`src/hw/cag_consts.svh`:
```
// register offsets, field positions, reset values and map limits of the address block
`ifndef CAG_CONSTS_SVH
`define CAG_CONSTS_SVH

`define CAG_OFF_SYSCTL 4'h0
`define CAG_OFF_PC 4'h4
`define CAG_OFF_INDEX 4'h8
`define CAG_OFF_OPTION 4'hC

`define CAG_SR0_RST 8'h00
`define CAG_SR0_EID 0
`define CAG_SR0_IDB 2
`define CAG_SR0_GRB_HI 4
`define CAG_SR0_GRB_LO 3

`define CAG_PC_RST 20'h00000
`define CAG_OPT_ADDR_LO 20'h0001E
`define CAG_OPT_ADDR_HI 20'h0001F
`define CAG_VEC_LAST 20'h00004
`define CAG_PROG_START 20'h00020
`define CAG_PROG_TOP 20'h01FFF

`define CAG_OPT_BT_HI 14
`define CAG_OPT_BT_LO 12
`define CAG_OPT_WDT 11
`define CAG_OPT_BLANK 16'hFFFF

`define CAG_PERIPH_TOP 16'h007F
`define CAG_LCD_BASE 16'h0200
`define CAG_LCD_TOP 16'h020F

`endif

```
`src/hw/cag_pkg.sv`:
```
// types shared by the address generation block
package cag_pkg;

    typedef enum logic [2:0] {
        CAG_PC_HOLD = 3'h0,
        CAG_PC_SEQ = 3'h1,
        CAG_PC_LONG = 3'h2,
        CAG_PC_REL = 3'h3,
        CAG_PC_VEC = 3'h4
    } cag_pc_op_t;

    // long: target[19:0]; rel: target[11:0] offset; vec: target[2:0] index
    typedef struct packed {
        cag_pc_op_t op;
        logic [19:0] target;
    } cag_pc_cmd_t;

    typedef struct packed {
        logic valid;
        logic indexed;
        logic second;
        logic modify;
        logic [7:0] delta;
        logic [7:0] adr;
    } cag_data_cmd_t;

    typedef enum logic [1:0] {
        CAG_SPR_INDEX_OFFSET_FIRST = 2'h0,
        CAG_SPR_INDEX_OFFSET_SECOND = 2'h1,
        CAG_SPR_IDH = 2'h2,
        CAG_SPR_SR0 = 2'h3
    } cag_spr_t;

    typedef struct packed {
        logic wr_en;
        logic [1:0] wr_sel;
        logic [7:0] wr_data;
        logic [1:0] rd_a;
        logic [1:0] rd_b;
        logic to_spr;
        logic from_spr;
        cag_spr_t special_register;
    } cag_rf_cmd_t;

    typedef enum logic [1:0] {
        CAG_BOOT_A = 2'h0,
        CAG_BOOT_B = 2'h1,
        CAG_BOOT_C = 2'h2,
        CAG_RUN = 2'h3
    } cag_boot_t;

endpackage

```
`src/hw/cag_core_addr.sv`:
```
// program counter sequencing, data address forming and banked registers
// Function
// drive 20-bit program word address, 256 pages of 4K words.
// pc[19:12] is page, pc[11:0] is offset in page.
// sequential step at page end wraps to offset zero, same page.
// only long call, link and jump load full 20-bit target.
// relative branches add on 12-bit offset only, page untouched.
// drive 16-bit data byte address, high byte page, low byte offset.
// indexed address is index page byte joined with first or second offset.
// direct address takes offset from instruction address field.
// direct page is zero when eid clear, else active bank page byte.
// index modification adds over full 16 bits, writes both bytes back.
// four banks of four general registers, bank from grb field.
// both ALU operands come from the same active bank.
// special registers moved to and from general registers, not ALU operands.
// two index banks with own page byte and two offsets, idb selects.
// program words 0 to 4 are vectors, rest below program area reserved.
// 8K words implemented, normal code from 0x00020 to 0x01FFF.
// after reset read option words 0x1E and 0x1F before running.
// option bits 14..12 give basic timer reset divider.
// option bit 11 gives watchdog enable from reset.
// unprogrammed option words read all ones, bits default to one.
// data 0x0000-0x007F peripheral, 0x0200-0x020F display memory.
// bank selects take effect next instruction, used directly by reads.
`timescale 1ns/1ps
`include "cag_consts.svh"

module cag_core_addr (
    input wire logic mclk_i,
    input wire logic sys_rst_i,
    input wire logic [3:0] avs_address_i,
    input wire logic avs_read_i,
    input wire logic avs_write_i,
    input wire logic [31:0] avs_writedata_i,
    output logic [31:0] avs_readdata_o,
    output logic avs_waitrequest_o,
    input wire cag_pkg::cag_pc_cmd_t pc_cmd_i,
    input wire cag_pkg::cag_data_cmd_t data_cmd_i,
    input wire cag_pkg::cag_rf_cmd_t rf_cmd_i,
    input wire logic [15:0] prog_rdata_i,
    output logic [19:0] program_word_address_o,
    output logic prog_out_of_range_o,
    output logic boot_done_o,
    output logic [15:0] data_byte_address_o,
    output logic data_periph_o,
    output logic data_lcd_o,
    output logic [7:0] gpr_rd_a_o,
    output logic [7:0] gpr_rd_b_o,
    output logic [7:0] spr_rd_o,
    output logic [2:0] bt_div_sel_o,
    output logic wdt_enable_o
);

    // ==========================================
    // state
    cag_pkg::cag_boot_t boot_q;
    logic [19:0] pc_q;
    logic [7:0] sr0_q;
    logic [7:0] idh_q [2];
    logic [7:0] index_offset_first_q [2];
    logic [7:0] index_offset_second_q [2];
    logic [7:0] gpr_q [16];
    logic [15:0] opt_lo_q;
    logic [15:0] opt_hi_q;
    logic wait_q;
    logic run;
    logic idb;
    logic [1:0] grb;
    logic [7:0] act_idh;
    logic [7:0] act_off;
    logic [15:0] idx_addr;
    logic [15:0] idx_sum;
    logic [15:0] data_d;
    logic [19:0] pc_d;
    logic [7:0] spr_val;
    logic [7:0] gpr_src;
    logic bus_req;
    logic bus_wr_now;

    assign run = (boot_q == cag_pkg::CAG_RUN);
    // bank selects straight from the live status register
    assign idb = sr0_q[`CAG_SR0_IDB];
    assign grb = sr0_q[`CAG_SR0_GRB_HI:`CAG_SR0_GRB_LO];
    assign act_idh = idh_q[idb];
    assign act_off = data_cmd_i.second ? index_offset_second_q[idb] : index_offset_first_q[idb];
    assign idx_addr = {act_idh, act_off};
    // full 16-bit carry, no page wrap
    assign idx_sum = idx_addr + {{8{data_cmd_i.delta[7]}}, data_cmd_i.delta};
    assign gpr_src = gpr_q[{grb, rf_cmd_i.rd_a}];
    assign bus_req = avs_read_i | avs_write_i;
    assign bus_wr_now = avs_write_i & ~wait_q;

    // ==========================================
    // boot option fetch
    always_ff @(posedge mclk_i) begin
        if (sys_rst_i) begin
            boot_q <= cag_pkg::CAG_BOOT_A;
        end else begin
            unique case (boot_q)
                cag_pkg::CAG_BOOT_A: boot_q <= cag_pkg::CAG_BOOT_B;
                cag_pkg::CAG_BOOT_B: boot_q <= cag_pkg::CAG_BOOT_C;
                cag_pkg::CAG_BOOT_C: boot_q <= cag_pkg::CAG_RUN;
                cag_pkg::CAG_RUN: boot_q <= cag_pkg::CAG_RUN;
            endcase
        end
    end

    // rom data follows its address by one cycle
    always_ff @(posedge mclk_i) begin
        if (sys_rst_i) begin
            opt_lo_q <= `CAG_OPT_BLANK;
            opt_hi_q <= `CAG_OPT_BLANK;
        end else if (boot_q == cag_pkg::CAG_BOOT_B) begin
            opt_lo_q <= prog_rdata_i;
        end else if (boot_q == cag_pkg::CAG_BOOT_C) begin
            opt_hi_q <= prog_rdata_i;
        end
    end

    always_ff @(posedge mclk_i) begin
        if (sys_rst_i) begin
            bt_div_sel_o <= 3'h7;
            wdt_enable_o <= 1'b1;
            boot_done_o <= 1'b0;
        end else begin
            bt_div_sel_o <= opt_hi_q[`CAG_OPT_BT_HI:`CAG_OPT_BT_LO];
            wdt_enable_o <= opt_hi_q[`CAG_OPT_WDT];
            boot_done_o <= run;
        end
    end

    // ==========================================
    // program counter
    always_comb begin
        pc_d = pc_q;
        unique case (pc_cmd_i.op)
            cag_pkg::CAG_PC_HOLD: pc_d = pc_q;
            cag_pkg::CAG_PC_SEQ: pc_d = {pc_q[19:12], pc_q[11:0] + 12'h001};
            cag_pkg::CAG_PC_LONG: pc_d = pc_cmd_i.target;
            cag_pkg::CAG_PC_REL: pc_d = {pc_q[19:12], pc_q[11:0] + pc_cmd_i.target[11:0]};
            cag_pkg::CAG_PC_VEC: begin
                pc_d = {17'h00000, pc_cmd_i.target[2:0]};
                if (pc_d > `CAG_VEC_LAST) begin
                    pc_d = `CAG_VEC_LAST;
                end
            end
            default: pc_d = pc_q;
        endcase
    end

    always_ff @(posedge mclk_i) begin
        if (sys_rst_i) begin
            pc_q <= `CAG_OPT_ADDR_LO;
        end else if (boot_q == cag_pkg::CAG_BOOT_A) begin
            pc_q <= `CAG_OPT_ADDR_HI;
        end else if (boot_q == cag_pkg::CAG_BOOT_B) begin
            pc_q <= `CAG_PC_RST;
        end else if (run) begin
            pc_q <= pc_d;
        end
    end

    // address out is the page:offset counter itself
    assign program_word_address_o = pc_q;

    always_ff @(posedge mclk_i) begin
        if (sys_rst_i) begin
            prog_out_of_range_o <= 1'b0;
        end else begin
            prog_out_of_range_o <= run & (pc_d > `CAG_PROG_TOP);
        end
    end

    // ==========================================
    // data address
    always_comb begin
        if (data_cmd_i.indexed) begin
            data_d = idx_addr;
        end else if (sr0_q[`CAG_SR0_EID]) begin
            data_d = {act_idh, data_cmd_i.adr};
        end else begin
            data_d = {8'h00, data_cmd_i.adr};
        end
    end

    always_ff @(posedge mclk_i) begin
        if (sys_rst_i) begin
            data_byte_address_o <= 16'h0000;
            data_periph_o <= 1'b0;
            data_lcd_o <= 1'b0;
        end else if (data_cmd_i.valid && run) begin
            data_byte_address_o <= data_d;
            data_periph_o <= (data_d <= `CAG_PERIPH_TOP);
            data_lcd_o <= (data_d >= `CAG_LCD_BASE) && (data_d <= `CAG_LCD_TOP);
        end
    end

    // ==========================================
    // index banks
    always_ff @(posedge mclk_i) begin
        if (sys_rst_i) begin
            for (int i = 0; i < 2; i++) begin
                idh_q[i] <= 8'h00;
                index_offset_first_q[i] <= 8'h00;
                index_offset_second_q[i] <= 8'h00;
            end
        end else if (run && data_cmd_i.valid && data_cmd_i.indexed && data_cmd_i.modify) begin
            idh_q[idb] <= idx_sum[15:8];
            if (data_cmd_i.second) begin
                index_offset_second_q[idb] <= idx_sum[7:0];
            end else begin
                index_offset_first_q[idb] <= idx_sum[7:0];
            end
        end else if (run && rf_cmd_i.to_spr) begin
            unique case (rf_cmd_i.special_register)
                cag_pkg::CAG_SPR_INDEX_OFFSET_FIRST: index_offset_first_q[idb] <= gpr_src;
                cag_pkg::CAG_SPR_INDEX_OFFSET_SECOND: index_offset_second_q[idb] <= gpr_src;
                cag_pkg::CAG_SPR_IDH: idh_q[idb] <= gpr_src;
                cag_pkg::CAG_SPR_SR0: ;
            endcase
        end else if (bus_wr_now && avs_address_i == `CAG_OFF_INDEX) begin
            index_offset_first_q[idb] <= avs_writedata_i[7:0];
            index_offset_second_q[idb] <= avs_writedata_i[15:8];
            idh_q[idb] <= avs_writedata_i[23:16];
        end
    end

    // ==========================================
    // system control flags
    always_ff @(posedge mclk_i) begin
        if (sys_rst_i) begin
            sr0_q <= `CAG_SR0_RST;
        end else if (run && rf_cmd_i.to_spr && rf_cmd_i.special_register == cag_pkg::CAG_SPR_SR0) begin
            sr0_q <= gpr_src;
        end else if (bus_wr_now && avs_address_i == `CAG_OFF_SYSCTL) begin
            sr0_q <= avs_writedata_i[7:0];
        end
    end

    always_comb begin
        unique case (rf_cmd_i.special_register)
            cag_pkg::CAG_SPR_INDEX_OFFSET_FIRST: spr_val = index_offset_first_q[idb];
            cag_pkg::CAG_SPR_INDEX_OFFSET_SECOND: spr_val = index_offset_second_q[idb];
            cag_pkg::CAG_SPR_IDH: spr_val = idh_q[idb];
            cag_pkg::CAG_SPR_SR0: spr_val = sr0_q;
        endcase
    end

    // ==========================================
    // general registers, one generate slice per register
    for (genvar g = 0; g < 16; g++) begin : g_gpr
        always_ff @(posedge mclk_i) begin
            if (sys_rst_i) begin
                gpr_q[g] <= 8'h00;
            end else if (run && rf_cmd_i.from_spr && g == {grb, rf_cmd_i.rd_a}) begin
                gpr_q[g] <= spr_val;
            end else if (run && rf_cmd_i.wr_en && g == {grb, rf_cmd_i.wr_sel}) begin
                gpr_q[g] <= rf_cmd_i.wr_data;
            end
        end
    end

    always_ff @(posedge mclk_i) begin
        if (sys_rst_i) begin
            gpr_rd_a_o <= 8'h00;
            gpr_rd_b_o <= 8'h00;
            spr_rd_o <= 8'h00;
        end else begin
            gpr_rd_a_o <= gpr_q[{grb, rf_cmd_i.rd_a}];
            gpr_rd_b_o <= gpr_q[{grb, rf_cmd_i.rd_b}];
            spr_rd_o <= spr_val;
        end
    end

    // ==========================================
    // avalon slave, one wait cycle per access
    always_ff @(posedge mclk_i) begin
        if (sys_rst_i) begin
            wait_q <= 1'b1;
            avs_readdata_o <= 32'h00000000;
        end else if (bus_req && wait_q) begin
            wait_q <= 1'b0;
            unique case (avs_address_i)
                `CAG_OFF_SYSCTL: avs_readdata_o <= {24'h000000, sr0_q};
                `CAG_OFF_PC: avs_readdata_o <= {9'h000, ~run, 2'h0, pc_q};
                `CAG_OFF_INDEX: avs_readdata_o <= {8'h00, act_idh, index_offset_second_q[idb], index_offset_first_q[idb]};
                `CAG_OFF_OPTION: avs_readdata_o <= {opt_hi_q, opt_lo_q};
                default: avs_readdata_o <= 32'h00000000;
            endcase
        end else begin
            wait_q <= 1'b1;
        end
    end

    assign avs_waitrequest_o = wait_q;

    // ==========================================
    // checks
    property p_seq_wrap;
        @(posedge mclk_i) disable iff (sys_rst_i)
        run && pc_cmd_i.op == cag_pkg::CAG_PC_SEQ |=>
            pc_q == {$past(pc_q[19:12]), $past(pc_q[11:0]) + 12'h001};
    endproperty
    a_seq_wrap: assert property (p_seq_wrap) else $error("sequential step left page");

    property p_long;
        @(posedge mclk_i) disable iff (sys_rst_i)
        run && pc_cmd_i.op == cag_pkg::CAG_PC_LONG |=> pc_q == $past(pc_cmd_i.target);
    endproperty
    a_long: assert property (p_long) else $error("long branch target not loaded");

    property p_rel_page;
        @(posedge mclk_i) disable iff (sys_rst_i)
        run && pc_cmd_i.op != cag_pkg::CAG_PC_LONG && pc_cmd_i.op != cag_pkg::CAG_PC_VEC
            |=> $stable(pc_q[19:12]);
    endproperty
    a_rel_page: assert property (p_rel_page) else $error("page changed by short step");

    property p_direct_page;
        @(posedge mclk_i) disable iff (sys_rst_i)
        run && data_cmd_i.valid && !data_cmd_i.indexed && !sr0_q[`CAG_SR0_EID]
            |=> data_byte_address_o == {8'h00, $past(data_cmd_i.adr)};
    endproperty
    a_direct_page: assert property (p_direct_page) else $error("direct page not zero");

    property p_index_addr;
        @(posedge mclk_i) disable iff (sys_rst_i)
        run && data_cmd_i.valid && data_cmd_i.indexed |=> data_byte_address_o == $past(idx_addr);
    endproperty
    a_index_addr: assert property (p_index_addr) else $error("indexed address wrong");

    property p_modify;
        @(posedge mclk_i) disable iff (sys_rst_i)
        run && data_cmd_i.valid && data_cmd_i.indexed && data_cmd_i.modify && !data_cmd_i.second
            && !$past(sys_rst_i) |=> {idh_q[idb], index_offset_first_q[idb]} == $past(idx_sum);
    endproperty
    a_modify: assert property (p_modify) else $error("index pair not carried");

    property p_option;
        @(posedge mclk_i) disable iff (sys_rst_i)
        run ##1 run |-> bt_div_sel_o == opt_hi_q[14:12] && wdt_enable_o == opt_hi_q[11];
    endproperty
    a_option: assert property (p_option) else $error("option bits not applied");

    property p_boot_len;
        @(posedge mclk_i) $fell(sys_rst_i) |-> !run ##1 !run ##1 !run ##1 run;
    endproperty
    a_boot_len: assert property (p_boot_len) else $error("boot fetch length wrong");

    property p_gpr_bank;
        @(posedge mclk_i) disable iff (sys_rst_i)
        !$past(sys_rst_i) |-> gpr_rd_a_o == $past(gpr_q[{grb, rf_cmd_i.rd_a}]);
    endproperty
    a_gpr_bank: assert property (p_gpr_bank) else $error("operand from wrong bank");

    property p_gpr_pair;
        @(posedge mclk_i) disable iff (sys_rst_i)
        run && rf_cmd_i.rd_a == rf_cmd_i.rd_b |=> gpr_rd_a_o == gpr_rd_b_o;
    endproperty
    a_gpr_pair: assert property (p_gpr_pair) else $error("operands from mixed banks");

    property p_rel_target;
        @(posedge mclk_i) disable iff (sys_rst_i)
        run && pc_cmd_i.op == cag_pkg::CAG_PC_REL |=>
            pc_q[11:0] == $past(pc_q[11:0]) + $past(pc_cmd_i.target[11:0]);
    endproperty
    a_rel_target: assert property (p_rel_target) else $error("relative offset not wrapped");

    property p_vec_range;
        @(posedge mclk_i) disable iff (sys_rst_i)
        run && pc_cmd_i.op == cag_pkg::CAG_PC_VEC |=> pc_q <= `CAG_VEC_LAST;
    endproperty
    a_vec_range: assert property (p_vec_range) else $error("vector outside vector area");

    property p_lcd_decode;
        @(posedge mclk_i) disable iff (sys_rst_i)
        run && data_cmd_i.valid |=> data_lcd_o == (data_byte_address_o >= `CAG_LCD_BASE
            && data_byte_address_o <= `CAG_LCD_TOP);
    endproperty
    a_lcd_decode: assert property (p_lcd_decode) else $error("display decode wrong");

endmodule

```
`config.mk`:
```
export PLATFORM = sky130hd
export DESIGN_NAME = cag_core_addr
export DESIGN_NICKNAME = d
export VERILOG_FILES = /design/src/hw/cag_pkg.sv /design/src/hw/cag_core_addr.sv
export VERILOG_INCLUDE_DIRS = /design/src /design/src/hw
export SDC_FILE = /design/constraint.sdc
export NUM_CORES = 1
export LEC_CHECK = 0
export ABC_CLOCK_PERIOD_IN_PS = 3600
export BUFFER_PORTS_ARGS = -buffer_cell sky130_fd_sc_hd__buf_4
export CAP_MARGIN = 5
export CORE_AREA = 8 8 188 190
export CTS_CLUSTER_SIZE = 16
export DETAILED_ROUTE_END_ITERATION = 8
export DIE_AREA = 0 0 196 198
export GPL_TIMING_DRIVEN = 1
export HOLD_SLACK_MARGIN = 0.06
export PLACE_DENSITY = 0.76
export SETUP_SLACK_MARGIN = 0.02
export SLEW_MARGIN = 10
export SYNTH_ARGS = -nofsm -noshare
export SYNTH_HDL_FRONTEND = slang
export SYNTH_SLANG_ARGS = --single-unit
```
`constraint.sdc`:
```
create_clock -name mclk_i -period 3.6 [get_ports mclk_i]
set_clock_uncertainty 0.15 [all_clocks]
set_input_delay 0.54 -clock mclk_i [delete_from_list [all_inputs] [get_ports mclk_i]]
set_output_delay 0.54 -clock mclk_i [all_outputs]
set_load 0.005 [all_outputs]
```
# Word-level counts from Yosys, hierarchy flattened
# Memories as Yosys holds them, arrays and structs flattened. A register that Yosys moved wholly into a read port is not among the register bits.
# Index checks and enable logic that the tools add are counted.
[word_totals]
n_memories = 4
reg_bits = 135
ramBits = 176
elab_cells = 387
in_bits = 118
[classes]
addsub = 3
reduce_logical = 58
mux = 212
n_eq_ne = 43
order_cmp = 5
bitwise = 44
[mem_list]
columns = ["name", "words", "word_bits", "rd", "rd_clocked_by_memory_dff", "wr", "line_no", "text"]
rows = [
  ["gpr_q", 16, 8, 2, 1, 16, "cag_core_addr.sv:62", "logic [7:0] gpr_q [16];"],
  ["idh_q", 2, 8, 1, 1, 2, "cag_core_addr.sv:59", "logic [7:0] idh_q [2];"],
  ["index_offset_first_q", 2, 8, 1, 1, 2, "cag_core_addr.sv:60", "logic [7:0] index_offset_first_q [2];"],
  ["index_offset_second_q", 2, 8, 1, 1, 2, "cag_core_addr.sv:61", "logic [7:0] index_offset_second_q [2];"],
]
[op_table]
columns = ["cell", "count"]
rows = [
  ["8-bit two-way mux", 44],
  ["1-bit two-way mux", 159],
  ["32-bit one-hot mux with 4 select lines", 1],
  ["20-bit one-hot mux with 4 select lines", 1],
  ["4-bit == test (first input constant)", 16],
  ["1-bit logical AND", 43],
  ["1-bit OR", 39],
  ["3-bit by 4-bit == test with 1-bit output (first input constant)", 8],
  ["16-bit two-way mux", 2],
  ["8-bit one-hot mux with 4 select lines", 1],
  ["8-bit OR reduction", 3],
  ["20-bit by 13-bit > comparator with 1-bit output (second input constant)", 1],
  ["16-bit adder", 1],
  ["2-bit by 4-bit == test with 1-bit output (first input constant)", 4],
  ["16-bit by 10-bit >= comparator with 1-bit output (second input constant)", 1],
  ["16-bit by 10-bit less-or-equal comparator with 1-bit output (second input constant)", 1],
  ["16-bit by 7-bit less-or-equal comparator with 1-bit output (second input constant)", 1],
  ["12-bit by 1-bit adder with 12-bit output (second input constant)", 1],
  ["12-bit adder", 1],
  ["4-bit zero test", 3],
  ["5-bit two-way mux", 2],
  ["1-bit by 4-bit == test with 1-bit output (first input constant)", 2],
  ["2-bit == test (second input constant)", 4],
  ["4-bit == test (second input constant)", 2],
  ["other kinds (16)", 24],
]

# Logic depth before layout (Yosys ltp)
[depth]
word_depth = 11
ltp_mapped = 13

# Worst setup path after synthesis
# Ideal clock, no wire load.
[synth_path]
path_type = "input port to flip-flop"
start = "input port data_cmd_i[17] (netlist bit)"
end = "memory idh_q[0][6], data pin"
path_slack_ns = 0.385
setup_ns = 0.276
required_time_ns = 3.174
cell_stages = 12
arrival_time_ns = 2.789
path_cell_list = "clkbuf_1 > nor2_1 > a21oi_1 > ha_1 > inv_1 > fa_1 > nand2b_1 > a211oi_1 > o21ai_0 > o311ai_1 > xnor2_1 > a211oi_1"
[synth_lines]
columns = ["item", "line_no", "text"]
rows = [
  ["from (decl)", "cag_core_addr.sv:38", "input wire cag_pkg::cag_data_cmd_t data_cmd_i,"],
  ["to (decl)", "cag_core_addr.sv:59", ""],
]

==> run_summary.xml <==
<?xml version="1.0" encoding="UTF-8"?>
<metrics>
  <group name="cts">
    <metric name="cts_tree" unit="">done</metric>
    <metric name="clk_pin_slew_worst_paths" unit="ps">60</metric>
    <metric name="cts.sink_count" unit="">320</metric>
    <metric name="cts_max_path_buffers" unit="">3</metric>
    <metric name="clock_tree.htree_level_count" unit="">2</metric>
    <metric name="root_buffer" unit="">sky130_fd_sc_hd__clkbuf_16</metric>
    <metric name="postCtsSetupRepairBufs" unit="">0</metric>
    <metric name="clock_insertion_delay_worst_skew" unit="ps">530</metric>
    <metric name="cts_made_buffers" unit="">35</metric>
  </group>
  <group name="global_route">
    <metric name="grt_pass1_vias" unit="">14756</metric>
    <metric name="grt_usage" unit="%">30.1</metric>
    <metric name="initial_antenna_violation_count" unit="">2</metric>
    <metric name="grt_start_max_net_pins" unit="">61</metric>
    <metric name="globalRoute.totalOverflow" unit="">0</metric>
    <metric name="grt_pass1_wl" unit="um">90000</metric>
  </group>
  <group name="synthesis">
    <metric name="synthesis.instances" unit="">1637</metric>
    <metric name="dominant_combinational_cell_family_by_area_after_synthesis" unit="">compound AO/OA/AOI/OAI gates</metric>
    <metric name="synth-async-reset-ratio" unit="%">0</metric>
    <metric name="share_of_the_synthesized_area_in_compound_gates_ao_oa_aoi_oai" unit="%">17.7</metric>
    <metric name="yosys.cell_count.top_type" unit="">sky130_fd_sc_hd__nor2_1</metric>
    <metric name="synth-xor-area-share" unit="%">1.30</metric>
    <metric name="synth.area.top_cells" unit="">sky130_fd_sc_hd__edfxtp_1 (30%), sky130_fd_sc_hd__dfxtp_1 (16%), sky130_fd_sc_hd__mux4_2 (8.5%)</metric>
    <metric name="synth_top_area_cell" unit="">sky130_fd_sc_hd__edfxtp_1</metric>
    <metric name="synthAdderAreaFrac" unit="%">2.08</metric>
    <metric name="synth.top_cells.by_count" unit="">sky130_fd_sc_hd__nor2_1 (200), sky130_fd_sc_hd__edfxtp_1 (176), sky130_fd_sc_hd__nand2_1 (162), sky130_fd_sc_hd__dfxtp_1 (144), sky130_fd_sc_hd__a22o_1 (88)</metric>
    <metric name="avgSynthCellArea" unit="um2">10.7</metric>
    <metric name="post_synth_edffs" unit="">176</metric>
    <metric name="synth_flop_cell" unit="">sky130_fd_sc_hd__edfxtp_1</metric>
    <metric name="synthesis_warning_total" unit="">0</metric>
    <metric name="ys_types" unit="">75</metric>
    <metric name="post_synth_and_or_nand_nor_area_fraction" unit="%">14.3</metric>
    <metric name="mappedNetlistNets" unit="">1783</metric>
    <metric name="number_of_synthesized_register_bits" unit="">320</metric>
    <metric name="post-synth-top-area-fraction" unit="%">30.1</metric>
    <metric name="ys_seq_area_share" unit="%">46.5</metric>
    <metric name="syn-cell-area" unit="um2">17600</metric>
    <metric name="post_synth_mux_area_share" unit="%">14.9</metric>
  </group>
  <group name="die">
    <metric name="rows" unit="">66</metric>
    <metric name="initial_core_util" unit="%">54.6</metric>
    <metric name="die_area" unit="um2">38800</metric>
    <metric name="fp.coreArea" unit="um2">32200</metric>
    <metric name="die-width" unit="um">196</metric>
    <metric name="pin_count" unit="">219</metric>
    <metric name="dieHeight" unit="um">198</metric>
  </group>
  <group name="placed_design">
    <metric name="port-buffer-count" unit="">210</metric>
    <metric name="detailed_place_hpwl" unit="um">43700</metric>
    <metric name="place.gp.congestion" unit="">0.985</metric>
    <metric name="place_inst" unit="">2216</metric>
    <metric name="detailed_place.area" unit="um2">19800</metric>
    <metric name="detailedPlace.worstSlack" unit="ps">52.1</metric>
  </group>
  <group name="layout">
    <metric name="final_layout_size_suffix_gt1_share" unit="%">26.1</metric>
    <metric name="final_cells" unit="">2278</metric>
    <metric name="n_fill_cell" unit="">2548</metric>
    <metric name="layout.nets" unit="">1991</metric>
    <metric name="areaGrowthSynthToFinish" unit="%">18.9</metric>
    <metric name="layout.cell_area.non_filler" unit="um2">20900</metric>
  </group>
  <group name="drt">
    <metric name="ant_nets" unit="">0</metric>
    <metric name="route.vias.total" unit="">15175</metric>
    <metric name="post_route_wl" unit="um">60200</metric>
    <metric name="drtPass1Iterations" unit="">6</metric>
    <metric name="route.detailed.drc" unit="">0</metric>
    <metric name="via_per_inst" unit="">6.66</metric>
    <metric name="drt_iter0_markers" unit="">1901</metric>
    <metric name="wl_per_instance" unit="um">26.4</metric>
  </group>
  <group name="timing">
    <metric name="timing.fmax" unit="MHz">288</metric>
    <metric name="worst_slew_margin_rel" unit="%">18.7</metric>
    <metric name="slew_violations" unit="">0</metric>
    <metric name="fin_ws" unit="ps">130</metric>
    <metric name="worst_pin_slew" unit="ps">1210</metric>
    <metric name="timing.final.crit_period" unit="ps">3470</metric>
    <metric name="setup-violations-final" unit="">0</metric>
    <metric name="hold_viol_final" unit="">0</metric>
    <metric name="finalHoldWorstSlack" unit="ps">91.9</metric>
    <metric name="layout_worst_path_cycle_share" unit="%">96.4</metric>
  </group>
  <group name="setup_path">
    <metric name="setup.worst_path.end_class" unit="">register</metric>
    <metric name="crit_type" unit="">reg2reg</metric>
    <metric name="worst-endpoint-required" unit="ps">3690</metric>
    <metric name="critPathArrivalTime" unit="ps">3560</metric>
    <metric name="top_cell_family_by_delay_on_the_critical_path" unit="">compound AO/OA/AOI/OAI gates</metric>
    <metric name="cpMaxStageDelayCell" unit="">sky130_fd_sc_hd__fa_1</metric>
    <metric name="path_depth" unit="">13</metric>
    <metric name="critPathBufInv" unit="">2</metric>
    <metric name="worst-r2r-cell-count" unit="">13</metric>
    <metric name="cp_common_cell" unit="">sky130_fd_sc_hd__a211oi_2</metric>
    <metric name="max_stage_delay" unit="ps">420</metric>
    <metric name="worst-path-max-fanout" unit="">5</metric>
    <metric name="startpoint_type" unit="">register</metric>
    <metric name="timing.critical_path.cells" unit="">mux2_2, nor2_1, a21oi_2, ha_1, inv_1, fa_1, nand2b_1, a211oi_2, buf_4, o21ai_0, o311ai_1, xnor2_1, a211oi_2</metric>
  </group>
  <group name="pwr">
    <metric name="vdd.ir_drop.worst" unit="uV">372</metric>
    <metric name="cellPowerDensity" unit="nW/um2">424</metric>
    <metric name="total_leakage_power" unit="nW">8.00</metric>
    <metric name="total_power" unit="mW">8.86</metric>
  </group>
  <group name="status">
    <metric name="outcome" unit="">finished clean</metric>
  </group>
  <group name="worst_hold_path">
    <metric name="class_of_the_most_critical_hold_timing_path" unit="">in2reg</metric>
    <metric name="min_path_cells" unit="">3</metric>
    <metric name="hold_path_startpoint" unit="">prog_rdata_i[11]</metric>
  </group>
  <group name="run">
    <metric name="timing.max_cap.violations" unit="">0</metric>
  </group>
</metrics>
-- power by group --
part,total (mW),internal (mW),leakage [nW],switching (mW)
clock,3.48,2.03,0.545,1.45
sequential,4.06,3.98,2.99,0.0818
combinational,1.32,0.539,4.46,0.776
total,8.86,6.55,8.00,2.31
-- cells by family (layout without fill, tap and decap cells) --
family	count (synthesis)	after routing
AND/OR/NAND/NOR	535	535
adder cells (fa/ha/maj)	28	28
other	0	1
AO/OA/AOI/OAI	433	433
multiplexers	166	166
buffers and inverters	129	361
flip-flops	320	320
XOR/XNOR	26	26
-- sequential cells by signal, summed over array words and instances, names as in the netlist, 2 cells and up, named ones only --
register,count
opt_lo_q,16
sr0_q,8
gpr_rd_a_o,8
idh_q,16
data_byte_address_o,16
spr_rd_o,8
opt_hi_q,16
program_word_address_o,20
index_offset_second_q,16
boot_q,2
bt_div_sel_o,3
index_offset_first_q,16
gpr_q,128
gpr_rd_b_o,8
avs_readdata_o,32
-- worst register-to-register path: stages (launching register included) --
cell and delay [ps]:
sky130_fd_sc_hd__dfxtp_4 370, sky130_fd_sc_hd__mux2_2 290, sky130_fd_sc_hd__nor2_1 80, sky130_fd_sc_hd__a21oi_2 180, sky130_fd_sc_hd__ha_1 230, sky130_fd_sc_hd__inv_1 70, sky130_fd_sc_hd__fa_1 420, sky130_fd_sc_hd__nand2b_1 210
sky130_fd_sc_hd__a211oi_2 230, sky130_fd_sc_hd__buf_4 170, sky130_fd_sc_hd__o21ai_0 80, sky130_fd_sc_hd__o311ai_1 370, sky130_fd_sc_hd__xnor2_1 240, sky130_fd_sc_hd__a211oi_2 130
-- worst paths after layout --
check / to / slack [ps]
hold reg to reg: data_byte_address_o[13] / 300
setup / recovery: idh_q[0][6] / 130
hold / removal: opt_hi_q[11] / 90
setup reg to reg: idh_q[0][6] / 130
-- routing by layer --
layer	GRT usage (%)	routed length, um	vias to the layer above
met5	0	0	-
met4	15.6	3640	0
met3	5.59	6380	210
met2	48.5	27800	1024
met1	38.6	22400	7284
li1	-	-	6657
-- timing repair --
action / 4_1_cts / 5_1_grt
pin swaps: 0 / 3
gates resized for setup: 1 / 6
endpoints found under the setup margin: 1 / 12
hold buffers: 0 / 0
-- area by class of cell --
cell class / count / area, um2 / share of cell area (%)
Sequential cell: 320 / 8170 / 39.1
Tap cell: 408 / 510 / 2.44
Multi-Input combinational cell: 1188 / 8870 / 42.5
Inverter: 14 / 52.6 / 0.252
Timing Repair Buffer: 286 / 2170 / 10.4
Clock buffer: 55 / 1060 / 5.08
Antenna cell: 1 / 2.50 / 0.0120
Clock inverter: 6 / 47.5 / 0.228
-- cells in the final DEF (no fill, tap or decap), types with 16 or more instances in the layout --
master,count
sky130_fd_sc_hd__xnor2_1,19
sky130_fd_sc_hd__dfxtp_1,143
sky130_fd_sc_hd__nor2_1,200
sky130_fd_sc_hd__clkbuf_16,36
sky130_fd_sc_hd__nor3_1,20
sky130_fd_sc_hd__nand2b_1,16
sky130_fd_sc_hd__and2_1,26
sky130_fd_sc_hd__nand2_1,162
sky130_fd_sc_hd__nor2b_1,17
sky130_fd_sc_hd__a22o_1,88
sky130_fd_sc_hd__buf_4,284
sky130_fd_sc_hd__a22oi_1,43
sky130_fd_sc_hd__mux4_2,66
sky130_fd_sc_hd__edfxtp_1,176
sky130_fd_sc_hd__nand3_1,16
sky130_fd_sc_hd__mux2_2,31
sky130_fd_sc_hd__o21ai_0,85
sky130_fd_sc_hd__a21oi_1,82
sky130_fd_sc_hd__a211oi_1,30
sky130_fd_sc_hd__mux2i_1,63
sky130_fd_sc_hd__ha_1,26
-- stage by stage --
step | utilization, % | setup TNS (ps)
after floorplan | - | 0
after global placement | 61.3 | 0
after detailed placement | 61.3 | 0
after CTS | 64.8 | 0
after global routing | 64.9 | -1.13
final | 64.9 | 0
Note: power is estimated with default switching activity, not from simulation.
